### src/rtl/pem_defs.svh
// constants for the phy event interrupt mask block
// assumes inclusion by bare name from the package and design files
// Contract
// - with the checksum gate bit (bit 7) clear, a receive ends as finished on its last octet whatever the checksum says.
// - with the checksum gate bit set, a receive finishes only if checksum good is 1 at frame end, else preamble search restarts.
// - synth lock loss always sets its flag and may drive the interrupt only while mask bit 6 is 0.
// - a frame filter reject always sets its flag and drives the interrupt only while mask bit 5 is 0.
// - a byte count strobed in equal to the level threshold sets the level flag and interrupts only while mask bit 4 is 0.
// - a finished channel check sets its flag and interrupts only while mask bit 3 is 0.
// - a finished receive sets its flag and interrupts only while mask bit 2 is 0.
// - a finished transmit sets its flag and interrupts only while mask bit 1 is 0.
// - a finished autosequence sets its flag and interrupts only while mask bit 0 is 0.
// - the mask register sits at offset 4h, is 8-bit read/write and resets to all ones.
// - the global interrupt mask, when set, blocks every source from the interrupt line.
`ifndef PEM_DEFS_SVH
`define PEM_DEFS_SVH

// register byte offsets
`define PEM_STATUS_OFF 8'h00
`define PEM_MASK_OFF 8'h04
`define PEM_GLOBAL_OFF 8'h08
`define PEM_LEVEL_OFF 8'h0c

// reset values
`define PEM_MASK_RST 8'hff
`define PEM_FLAGS_RST 7'h00
`define PEM_LEVEL_RST 8'h00

// field positions
`define PEM_CHK_BIT 7
`define PEM_LOCK_BIT 6
`define PEM_FILT_BIT 5
`define PEM_LEVEL_BIT 4
`define PEM_CCA_BIT 3
`define PEM_RX_BIT 2
`define PEM_TX_BIT 1
`define PEM_SEQ_BIT 0
`define PEM_GLOBAL_BIT 7

`endif

### src/rtl/pem_pkg.sv
// types shared by the phy event interrupt mask block
// assumes the defines header is on the include path
package pem_pkg;
  `include "pem_defs.svh"

  // axi4-lite response codes
  typedef enum logic [1:0] {
    PEM_OKAY = 2'b00,
    PEM_SLVERR = 2'b10
  } pem_resp_t;

  // receive end decision states
  typedef enum logic [0:0] {
    PEM_RX_WAIT = 1'b0,
    PEM_RX_JUDGE = 1'b1
  } pem_rx_state_t;
endpackage

### src/rtl/pem_rx_end.sv
// receive end decision for the sequence manager
// assumes last octet pulse and checksum level come from the same clock
`timescale 1ns/100ps
module pem_rx_end (
  // clock and reset
  input wire logic aclk,
  input wire logic aresetn,
  // receive path
  input wire logic rx_last_octet,
  input wire logic checksum_good,
  input wire logic checksum_gate_enable,
  // decisions
  output logic rx_complete,
  output logic rx_restart_search
);
  import pem_pkg::*;

  logic rx_complete_reg;
  logic rx_complete_next;
  logic restart_reg;
  logic restart_next;
  wire logic chk_ok;

  // checksum only counts when the gate is on
  assign chk_ok = ~checksum_gate_enable | checksum_good;
  assign rx_complete_next = rx_last_octet & chk_ok;
  assign restart_next = rx_last_octet & ~chk_ok;

  // one-cycle decision pulses
  always_ff @(posedge aclk) begin
    if (!aresetn) begin
      rx_complete_reg <= 1'b0;
      restart_reg <= 1'b0;
    end else begin
      rx_complete_reg <= rx_complete_next;
      restart_reg <= restart_next;
    end
  end

  assign rx_complete = rx_complete_reg;
  assign rx_restart_search = restart_reg;
endmodule

### src/rtl/pem_top.sv
// phy event interrupt mask block with axi4-lite register access
// assumes radio event inputs are one-cycle pulses on aclk
//
// The AXI4-Lite interface to the registers was decided locally.
`timescale 1ns/100ps
`include "pem_defs.svh"
module pem_top (
  // clock and reset
  input wire logic aclk,
  input wire logic aresetn,
  // axi4-lite write address
  input wire logic [7:0] awaddr,
  input wire logic awvalid,
  output logic awready,
  // axi4-lite write data
  input wire logic [31:0] wdata,
  input wire logic [3:0] wstrb,
  input wire logic wvalid,
  output logic wready,
  // axi4-lite write response
  output pem_pkg::pem_resp_t bresp,
  output logic bvalid,
  input wire logic bready,
  // axi4-lite read address
  input wire logic [7:0] araddr,
  input wire logic arvalid,
  output logic arready,
  // axi4-lite read data
  output logic [31:0] rdata,
  output pem_pkg::pem_resp_t rresp,
  output logic rvalid,
  input wire logic rready,
  // radio events
  input wire logic synth_lock_loss,
  input wire logic frame_filter_reject,
  input wire logic rx_byte_strobe,
  input wire logic [7:0] rx_byte_count,
  input wire logic channel_check_done,
  input wire logic rx_last_octet,
  input wire logic checksum_good,
  input wire logic transmit_done,
  input wire logic sequence_done,
  // to sequence manager and host
  output logic rx_complete,
  output logic rx_restart_search,
  output logic irq_n
);
  import pem_pkg::*;

  // address match, used by both read and write decode
  function automatic logic pem_hit(input logic [7:0] addr,
                                   input logic [7:0] off);
    pem_hit = (addr[7:2] == off[7:2]);
  endfunction

  // registers
  logic [7:0] mask_reg;
  logic [7:0] mask_next;
  logic [6:0] flags_reg;
  logic [6:0] flags_next;
  logic global_reg;
  logic global_next;
  logic [7:0] level_reg;
  logic [7:0] level_next;
  logic irq_n_reg;
  logic irq_n_next;

  // write channel state
  logic [7:0] aw_addr_reg;
  logic aw_full_reg;
  logic aw_full_next;
  logic [31:0] w_data_reg;
  logic [3:0] w_strb_reg;
  logic w_full_reg;
  logic w_full_next;
  logic awready_reg;
  logic wready_reg;
  logic bvalid_reg;
  logic bvalid_next;
  pem_resp_t bresp_reg;
  pem_resp_t bresp_next;

  // read channel state
  logic arready_reg;
  logic rvalid_reg;
  logic rvalid_next;
  logic [31:0] rdata_reg;
  logic [31:0] rdata_next;
  pem_resp_t rresp_reg;
  pem_resp_t rresp_next;

  wire logic rx_done;

  // receive end decision
  pem_rx_end u_rx_end (
    .aclk(aclk),
    .aresetn(aresetn),
    .rx_last_octet(rx_last_octet),
    .checksum_good(checksum_good),
    .checksum_gate_enable(mask_reg[`PEM_CHK_BIT]),
    .rx_complete(rx_done),
    .rx_restart_search(rx_restart_search)
  );
  assign rx_complete = rx_done;

  // write handshake decode
  wire logic aw_take;
  wire logic w_take;
  wire logic do_write;
  wire logic wr_lane0;
  wire logic wr_status;
  wire logic wr_mask;
  wire logic wr_global;
  wire logic wr_level;
  wire logic wr_mapped;
  assign aw_take = awvalid & awready_reg;
  assign w_take = wvalid & wready_reg;
  assign do_write = aw_full_reg & w_full_reg & ~bvalid_reg;
  assign wr_lane0 = do_write & w_strb_reg[0];
  assign wr_status = pem_hit(aw_addr_reg, `PEM_STATUS_OFF);
  assign wr_mask = pem_hit(aw_addr_reg, `PEM_MASK_OFF);
  assign wr_global = pem_hit(aw_addr_reg, `PEM_GLOBAL_OFF);
  assign wr_level = pem_hit(aw_addr_reg, `PEM_LEVEL_OFF);
  assign wr_mapped = wr_status | wr_mask | wr_global | wr_level;

  // write channel sequencing: address and data in either order
  assign aw_full_next = do_write ? 1'b0 : (aw_full_reg | aw_take);
  assign w_full_next = do_write ? 1'b0 : (w_full_reg | w_take);
  assign bvalid_next = do_write | (bvalid_reg & ~bready);
  assign bresp_next = do_write ? (wr_mapped ? PEM_OKAY : PEM_SLVERR)
                               : bresp_reg;

  // events; the level match fires when a new byte count meets threshold
  wire logic level_hit;
  wire logic [6:0] set_vec;
  wire logic [6:0] clr_vec;
  assign level_hit = rx_byte_strobe & (rx_byte_count == level_reg);
  assign set_vec = {synth_lock_loss, frame_filter_reject, level_hit,
                    channel_check_done, rx_done, transmit_done,
                    sequence_done};
  assign clr_vec = (wr_lane0 & wr_status) ? w_data_reg[6:0] : 7'h00;

  // flags set regardless of mask, set wins over a write-one clear
  assign flags_next = (flags_reg & ~clr_vec) | set_vec;
  assign mask_next = (wr_lane0 & wr_mask) ? w_data_reg[7:0]
                                          : mask_reg;
  assign global_next = (wr_lane0 & wr_global)
                       ? w_data_reg[`PEM_GLOBAL_BIT] : global_reg;
  assign level_next = (wr_lane0 & wr_level) ? w_data_reg[7:0] : level_reg;

  // interrupt: any unmasked flag, unless globally blocked
  wire logic pending;
  assign pending = (|(flags_reg & ~mask_reg[6:0])) & ~global_reg;
  assign irq_n_next = ~pending;

  // read decode
  wire logic ar_take;
  wire logic rd_status;
  wire logic rd_mask;
  wire logic rd_global;
  wire logic rd_level;
  assign ar_take = arvalid & arready_reg;
  assign rd_status = pem_hit(araddr, `PEM_STATUS_OFF);
  assign rd_mask = pem_hit(araddr, `PEM_MASK_OFF);
  assign rd_global = pem_hit(araddr, `PEM_GLOBAL_OFF);
  assign rd_level = pem_hit(araddr, `PEM_LEVEL_OFF);
  assign rvalid_next = ar_take | (rvalid_reg & ~rready);

  // read data selection, unused bits read as zero
  always_comb begin
    rdata_next = rdata_reg;
    rresp_next = rresp_reg;
    if (ar_take) begin
      rresp_next = PEM_OKAY;
      if (rd_status) begin
        rdata_next = {25'h0000000, flags_reg};
      end else if (rd_mask) begin
        rdata_next = {24'h000000, mask_reg};
      end else if (rd_global) begin
        rdata_next = {24'h000000, global_reg, 7'h00};
      end else if (rd_level) begin
        rdata_next = {24'h000000, level_reg};
      end else begin
        rdata_next = 32'h00000000;
        rresp_next = PEM_SLVERR;
      end
    end
  end

  // control and status registers
  always_ff @(posedge aclk) begin
    if (!aresetn) begin
      mask_reg <= `PEM_MASK_RST;
      flags_reg <= `PEM_FLAGS_RST;
      global_reg <= 1'b0;
      level_reg <= `PEM_LEVEL_RST;
      irq_n_reg <= 1'b1;
    end else begin
      mask_reg <= mask_next;
      flags_reg <= flags_next;
      global_reg <= global_next;
      level_reg <= level_next;
      irq_n_reg <= irq_n_next;
    end
  end

  // write channel registers
  always_ff @(posedge aclk) begin
    if (!aresetn) begin
      aw_full_reg <= 1'b0;
      w_full_reg <= 1'b0;
      awready_reg <= 1'b1;
      wready_reg <= 1'b1;
      bvalid_reg <= 1'b0;
      bresp_reg <= PEM_OKAY;
    end else begin
      aw_full_reg <= aw_full_next;
      w_full_reg <= w_full_next;
      awready_reg <= ~aw_full_next;
      wready_reg <= ~w_full_next;
      bvalid_reg <= bvalid_next;
      bresp_reg <= bresp_next;
    end
  end

  // captured write payload
  always_ff @(posedge aclk) begin
    if (!aresetn) begin
      aw_addr_reg <= 8'h00;
      w_data_reg <= 32'h00000000;
      w_strb_reg <= 4'h0;
    end else begin
      if (aw_take) aw_addr_reg <= awaddr;
      if (w_take) w_data_reg <= wdata;
      if (w_take) w_strb_reg <= wstrb;
    end
  end

  // read channel registers
  always_ff @(posedge aclk) begin
    if (!aresetn) begin
      arready_reg <= 1'b1;
      rvalid_reg <= 1'b0;
      rdata_reg <= 32'h00000000;
      rresp_reg <= PEM_OKAY;
    end else begin
      arready_reg <= ~rvalid_next;
      rvalid_reg <= rvalid_next;
      rdata_reg <= rdata_next;
      rresp_reg <= rresp_next;
    end
  end

  // outputs straight from flops
  assign awready = awready_reg;
  assign wready = wready_reg;
  assign bvalid = bvalid_reg;
  assign bresp = bresp_reg;
  assign arready = arready_reg;
  assign rvalid = rvalid_reg;
  assign rdata = rdata_reg;
  assign rresp = rresp_reg;
  assign irq_n = irq_n_reg;
endmodule

### config.mk
export PLATFORM = sky130hd
export DESIGN_NAME = pem_top
export DESIGN_NICKNAME = d
export VERILOG_FILES = /design/src/rtl/pem_pkg.sv /design/src/rtl/pem_rx_end.sv /design/src/rtl/pem_top.sv
export VERILOG_INCLUDE_DIRS = /design/src /design/src/rtl
export SDC_FILE = /design/constraint.sdc
export NUM_CORES = 1
export LEC_CHECK = 0
export BUFFER_PORTS_ARGS = -buffer_cell sky130_fd_sc_hd__buf_2
export CAP_MARGIN = 30
export CORE_MARGIN = 4
export CORE_UTILIZATION = 49
export CTS_BUF_LIST = sky130_fd_sc_hd__clkbuf_8
export DETAILED_ROUTE_END_ITERATION = 10
export MAX_ROUTING_LAYER = met4
export PLACE_DENSITY = 0.82
export SLEW_MARGIN = 30
export SYNTH_ARGS = -nofsm -noshare
export SYNTH_HDL_FRONTEND = slang
export SYNTH_SLANG_ARGS = --single-unit
export TNS_END_PERCENT = 5
### constraint.sdc
create_clock -name aclk -period 1.88 [get_ports aclk]
set_input_delay 0.094 -clock aclk [delete_from_list [all_inputs] [get_ports aclk]]
set_output_delay 0.094 -clock aclk [all_outputs]
set_load 0.05 [all_outputs]
# Word level (Yosys, flattened, before mapping)
# Cells that the tools add are included.
# Widths: inputs -> output; s select.
[totals] out_inout_bits=44 ff_bits=87 in_bits=75
[classes] n_bitwise=39 eq_ne=7 reduce_logical=3 muxes=12
[op_table] operator="$mux 8" n=4
[op_table] operator="$eq 6x2->1 const B" n=4
[op_table] operator="$and 1x1->1" n=16
[op_table] operator="$and 7x7->7" n=2
[op_table] operator="$not 7->7" n=2
[op_table] operator="$eq 6x1->1 const B" n=2
[op_table] operator="$logic_not 6->1" n=2
[op_table] operator="$mux 2" n=5
[op_table] operator="$not 1->1" n=10
[op_table] operator="$eq 8x8->1" n=1
[op_table] operator="$or 1x1->1" n=8
[op_table] operator="$mux 7" n=1
[op_table] operator="$or 7x7->7" n=1
[op_table] operator="$reduce_or 7->1" n=1
[op_table] operator="$mux 1" n=2

# Logic depth before layout (Yosys ltp)
[depth] word_depth=8 ltp_mapped=6

# Modules after synthesis
# From an unflattened synthesis, not the netlist that was laid out.
[unflattened] cells_unflattened=304 area_unflattened_um2=2636.3
[modules_own_cells] mod="pem_top" cells_per_inst=298 area_each_um2=2571.2 seq_area_each_um2=1141.1 instances=1
[modules_own_cells] mod="pem_rx_end" cells_per_inst=6 area_each_um2=65.1 seq_area_each_um2=40.0 instances=1

# Worst setup path after synthesis
# OpenSTA, ideal clock, no wires.
[synth_path] path_type="reg2reg" from="register bvalid_reg (netlist: bvalid)" to="register global_reg" required_ns=1.808 stages_incl_launch_ff=7 t_arrival_ns=1.574 setup_time_ns=0.072 setup_slack_ns=0.234 path_cell_list="dfxtp_1 > and3b_1 > clkbuf_1 > and3_1 > buf_2 > nand3b_1 > mux2i_1"
[synth_via] elab_chain_cells=4
[synth_lines] element="start: declaration" line="pem_top.sv:78" rtl="logic bvalid_reg;"
[synth_lines] element="start signal: assignment" line="pem_top.sv:221" rtl="bvalid_reg <= bvalid_next;"
[synth_lines] element="$not 1->1" line="pem_top.sv:118" rtl="assign do_write = aw_full_reg & w_full_reg & ~bvalid_reg;"
[synth_lines] element="$and 1x1->1" line="pem_top.sv:118"
[synth_lines] element="$and 1x1->1" line="pem_top.sv:119" rtl="assign wr_lane0 = do_write & w_strb_reg[0];"
[synth_lines] element="$and 1x1->1" line="pem_top.sv:147" rtl="assign global_next = (wr_lane0 & wr_global)"
[synth_lines] element="end signal: assignment" line="pem_top.sv:201" rtl="global_reg <= global_next;"
[synth_lines] element="end: declaration" line="pem_top.sv:61" rtl="logic global_reg;"
# Every way passes these cells.
# A chain may end at the register's enable or synchronous reset.

# Final worst setup path
[layout_path] from="register aw_addr_reg[4]" to="register mask_reg[5]"
[layout_via] elab_chain_cells=2
[layout_lines] element="start: declaration" line="pem_top.sv:69" rtl="logic [7:0] aw_addr_reg;"
[layout_lines] element="start signal: assignment" line="pem_top.sv:233" rtl="if (aw_take) aw_addr_reg <= awaddr;"
[layout_lines] element="$eq 6x1->1" line="pem_top.sv:53" rtl="pem_hit = (addr[7:2] == off[7:2]);"
[layout_lines] element="$and 1x1->1" line="pem_top.sv:145" rtl="assign mask_next = (wr_lane0 & wr_mask) ? w_data_reg[7:0]"
[layout_lines] element="end signal: assignment" line="pem_top.sv:193" rtl="mask_reg <= `PEM_MASK_RST;"
[layout_lines] element="end signal: assignment" line="pem_top.sv:199" rtl="mask_reg <= mask_next;"
[layout_lines] element="end: declaration" line="pem_top.sv:57" rtl="logic [7:0] mask_reg;"
# Every way passes these cells.

==> results.ini <==
[pwr]
power_frac_clock_pct = 37.1
sequential_share_of_power_pct = 47.3
cellPowerDensity_nw_per_um2 = 920
power.leakage_nw = 1.48
max-vdd-ir-drop_uv = 525
netSwitchingFraction_pct = 29.2
comb_power_share_pct = 15.6
internal_power_mw = 2.03
switching_power_mw = 0.838

[synth]
post_synth.cell_area_avg_um2 = 8.57
synth.top_cell.area_share_pct = 44.4
postSynthCellCount = 310
post-synth-top-area-cell = sky130_fd_sc_hd__dfxtp_1
sequential_to_total_area_share_from_yosys_stat_pct = 44.4
synth_edf_count = 0
synth.cell_area_um2 = 2660
postSynth.topFlopCell = sky130_fd_sc_hd__dfxtp_1
most_common_cell_in_the_synthesized_netlist = sky130_fd_sc_hd__dfxtp_1
yosys_register_bits = 59
fraction_of_synthesis_flops_using_an_asynchronous_set_or_reset_pin_pct = 0
ys_top_cells_by_count = sky130_fd_sc_hd__dfxtp_1, sky130_fd_sc_hd__nand2_1, sky130_fd_sc_hd__o21ai_0
netlist-cell-type-count = 36
number_of_warning_messages_in_the_yosys_log = 0
top_cells_by_area_in_the_synthesized_netlist = sky130_fd_sc_hd__dfxtp_1, sky130_fd_sc_hd__nand2_1, sky130_fd_sc_hd__buf_4

[clock_network]
ctsLongestPathBuffers = 2
clock_latency_ns = 0.33
clock-root-buffer = sky130_fd_sc_hd__clkbuf_8
cts_hold_buffers = 2
cts.repair_timing.setup_buffer_count = 0
cts.reportedPaths.clkPinSlew_ns = 0.07
cts_max_level = 3
numClockSinks = 59
cts_tree = yes
ctsResizeCount = 0
tritoncts.num_buffers = 9

[global_route]
grt_start_max_net_pins = 65
grt_first_pass_wirelength_um = 8980
first_global_vias = 1975
grt_antenna_before_repair = 0
grt_usage_pct = 18.1
gr-total-overflow = 0

[route]
drt_pre_antenna_iters = 5
dr_total_vias = 2217
post-route-drc-count = 0
wl_per_cell_um = 12.6
finalWirelength_um = 5580
routed_via_density = 4.99
violation_count_after_the_first_detailed_routing_iteration = 133
final_antenna_net_count = 0

[run_status]
run_status = complete, no violations

[final_layout]
post_route_cells_drive_above_1_share_pct = 21.9
num-nets-final = 444
layout_area_growth_over_synthesis_pct = 17.2
multi_input_area_um2 = 1250
seqCellArea_um2 = 1180
fillerInstances = 456
final_cell_area_um2 = 3110
antenna_cells_inserted = 0

[die]
die_area_um2 = 6670
die_h_um = 81.6
floorplan.core_area_um2 = 5170
die_x_um = 81.6
placement_rows = 26
initial_utilization_pct = 51.4
top_level_ports = 119

[place]
dpl-instance-area_um2 = 2910
gp_congestion = 0.790
io_buffer_count = 61
detailedPlacementHpwl_um = 4170

[setup_path]
crit_fanout = 8
critPathArrivalTime_ns = 1.77
critPathKind = reg2reg
endpoint_kind = register
critical_path_required_ns = 2.08
type_of_origin_of_the_critical_path = register

[sta]
fmax_mhz = 637
timing.clock.skew_ns = 0.00756
post-route-period-util_pct = 83.5
finalHoldViolCount = 0
timing.final.crit_period_ns = 1.57
final.setup.tns_ns = 0
drv_slew = 0
unrepaired_setup_endpoints_after_global_routing = false
finalSetupViolCount = 0

[job]
maxCapViolations = 0

[worst_hold_path]
timing.hold.worst.class = in2reg

[per-stage QoR]
step / util, % / setup slack (ns) / hold WS [ns] / instances / power, mW
after floorplan: - / 0.234 / 0.170 / 335 / 1.75
after global placement: 56.2 / 0.354 / 0.272 / 426 / 1.81
after detailed placement: 56.2 / 0.306 / 0.282 / 426 / 1.83
after CTS: 60.2 / 0.291 / 0.00263 / 444 / 2.89
after global routing: 60.2 / 0.156 / 0.0236 / 444 / 3.00
final: 60.2 / 0.310 / 0.00867 / 444 / 2.86
[worst paths after layout]
| path | startpoint | endpoint | slack [ns] | cells after the start |
|---|---|---|---|---|
| worst max-delay path | aw_addr_reg[4] | mask_reg[5] | 0.31 | 4 |
| worst min-delay path | rx_last_octet | u_rx_end.rx_complete | 0.009 | 3 |
| worst max register to register | aw_addr_reg[4] | mask_reg[5] | 0.31 | 4 |
| worst min register to register | flags_reg[4] | flags_reg[4] | 0.48 | 2 |
[area by class of cell]
class | instances | area share [%]
sequential | 59 | 37.9
multi-input combinational | 218 | 40.2
clock inverter | 7 | 1.97
inverter | 17 | 2.05
timing repair buffer | 64 | 11.1
tap | 70 | 2.81
clock buffer | 9 | 3.98
[logic make-up after synthesis]
group | synth area share [%]
AOI/OAI and AO/OA | 16.8
and+or+nand+nor | 19.4
xor gates and xnor gates | 2.64
other | 0.141
DFF | 44.4
muxes | 4.57
buffers and inverters | 12.0
[worst max-delay path: stages (launching register included)]
cell and delay, ns:
sky130_fd_sc_hd__dfxtp_1 0.33, sky130_fd_sc_hd__nor4_4 0.38, sky130_fd_sc_hd__nand4_2 0.37, sky130_fd_sc_hd__mux2i_1 0.28, sky130_fd_sc_hd__nand2_1 0.08
[per-layer routing]
layer	GRT usage, %	wire length, µm	vias up
met4	8.47	103	0
met3	3.95	495	9
met1	22.9	2460	989
met2	27.4	2520	90
li1	-	-	1129
met5	-	0	-
[power by group through the flow]
stage,logic [mW],clock network [mW],registers (mW)
final,0.447,1.06,1.35
after CTS,0.448,1.09,1.35
after global routing,0.488,1.15,1.36
after floorplan,0.303,0,1.45
after global placement,0.437,0,1.38
after detailed placement,0.444,0,1.38
[cell usage in the layout (no fill, tap or decap), drive strengths merged, types with 4 or more instances in the layout]
cell,netlist,routed
mux2i,11,11
clkinv,0,4
nand3,17,17
inv,17,19
a21boi,17,17
xnor2,4,4
buf,29,62
a221oi,7,7
clkbuf,12,9
o21ai,27,27
nand2,57,57
conb,1,26
a41oi,6,6
dfxtp,59,59
nor2,9,9
xor2,4,4
Power figures use the tool's default switching activity.
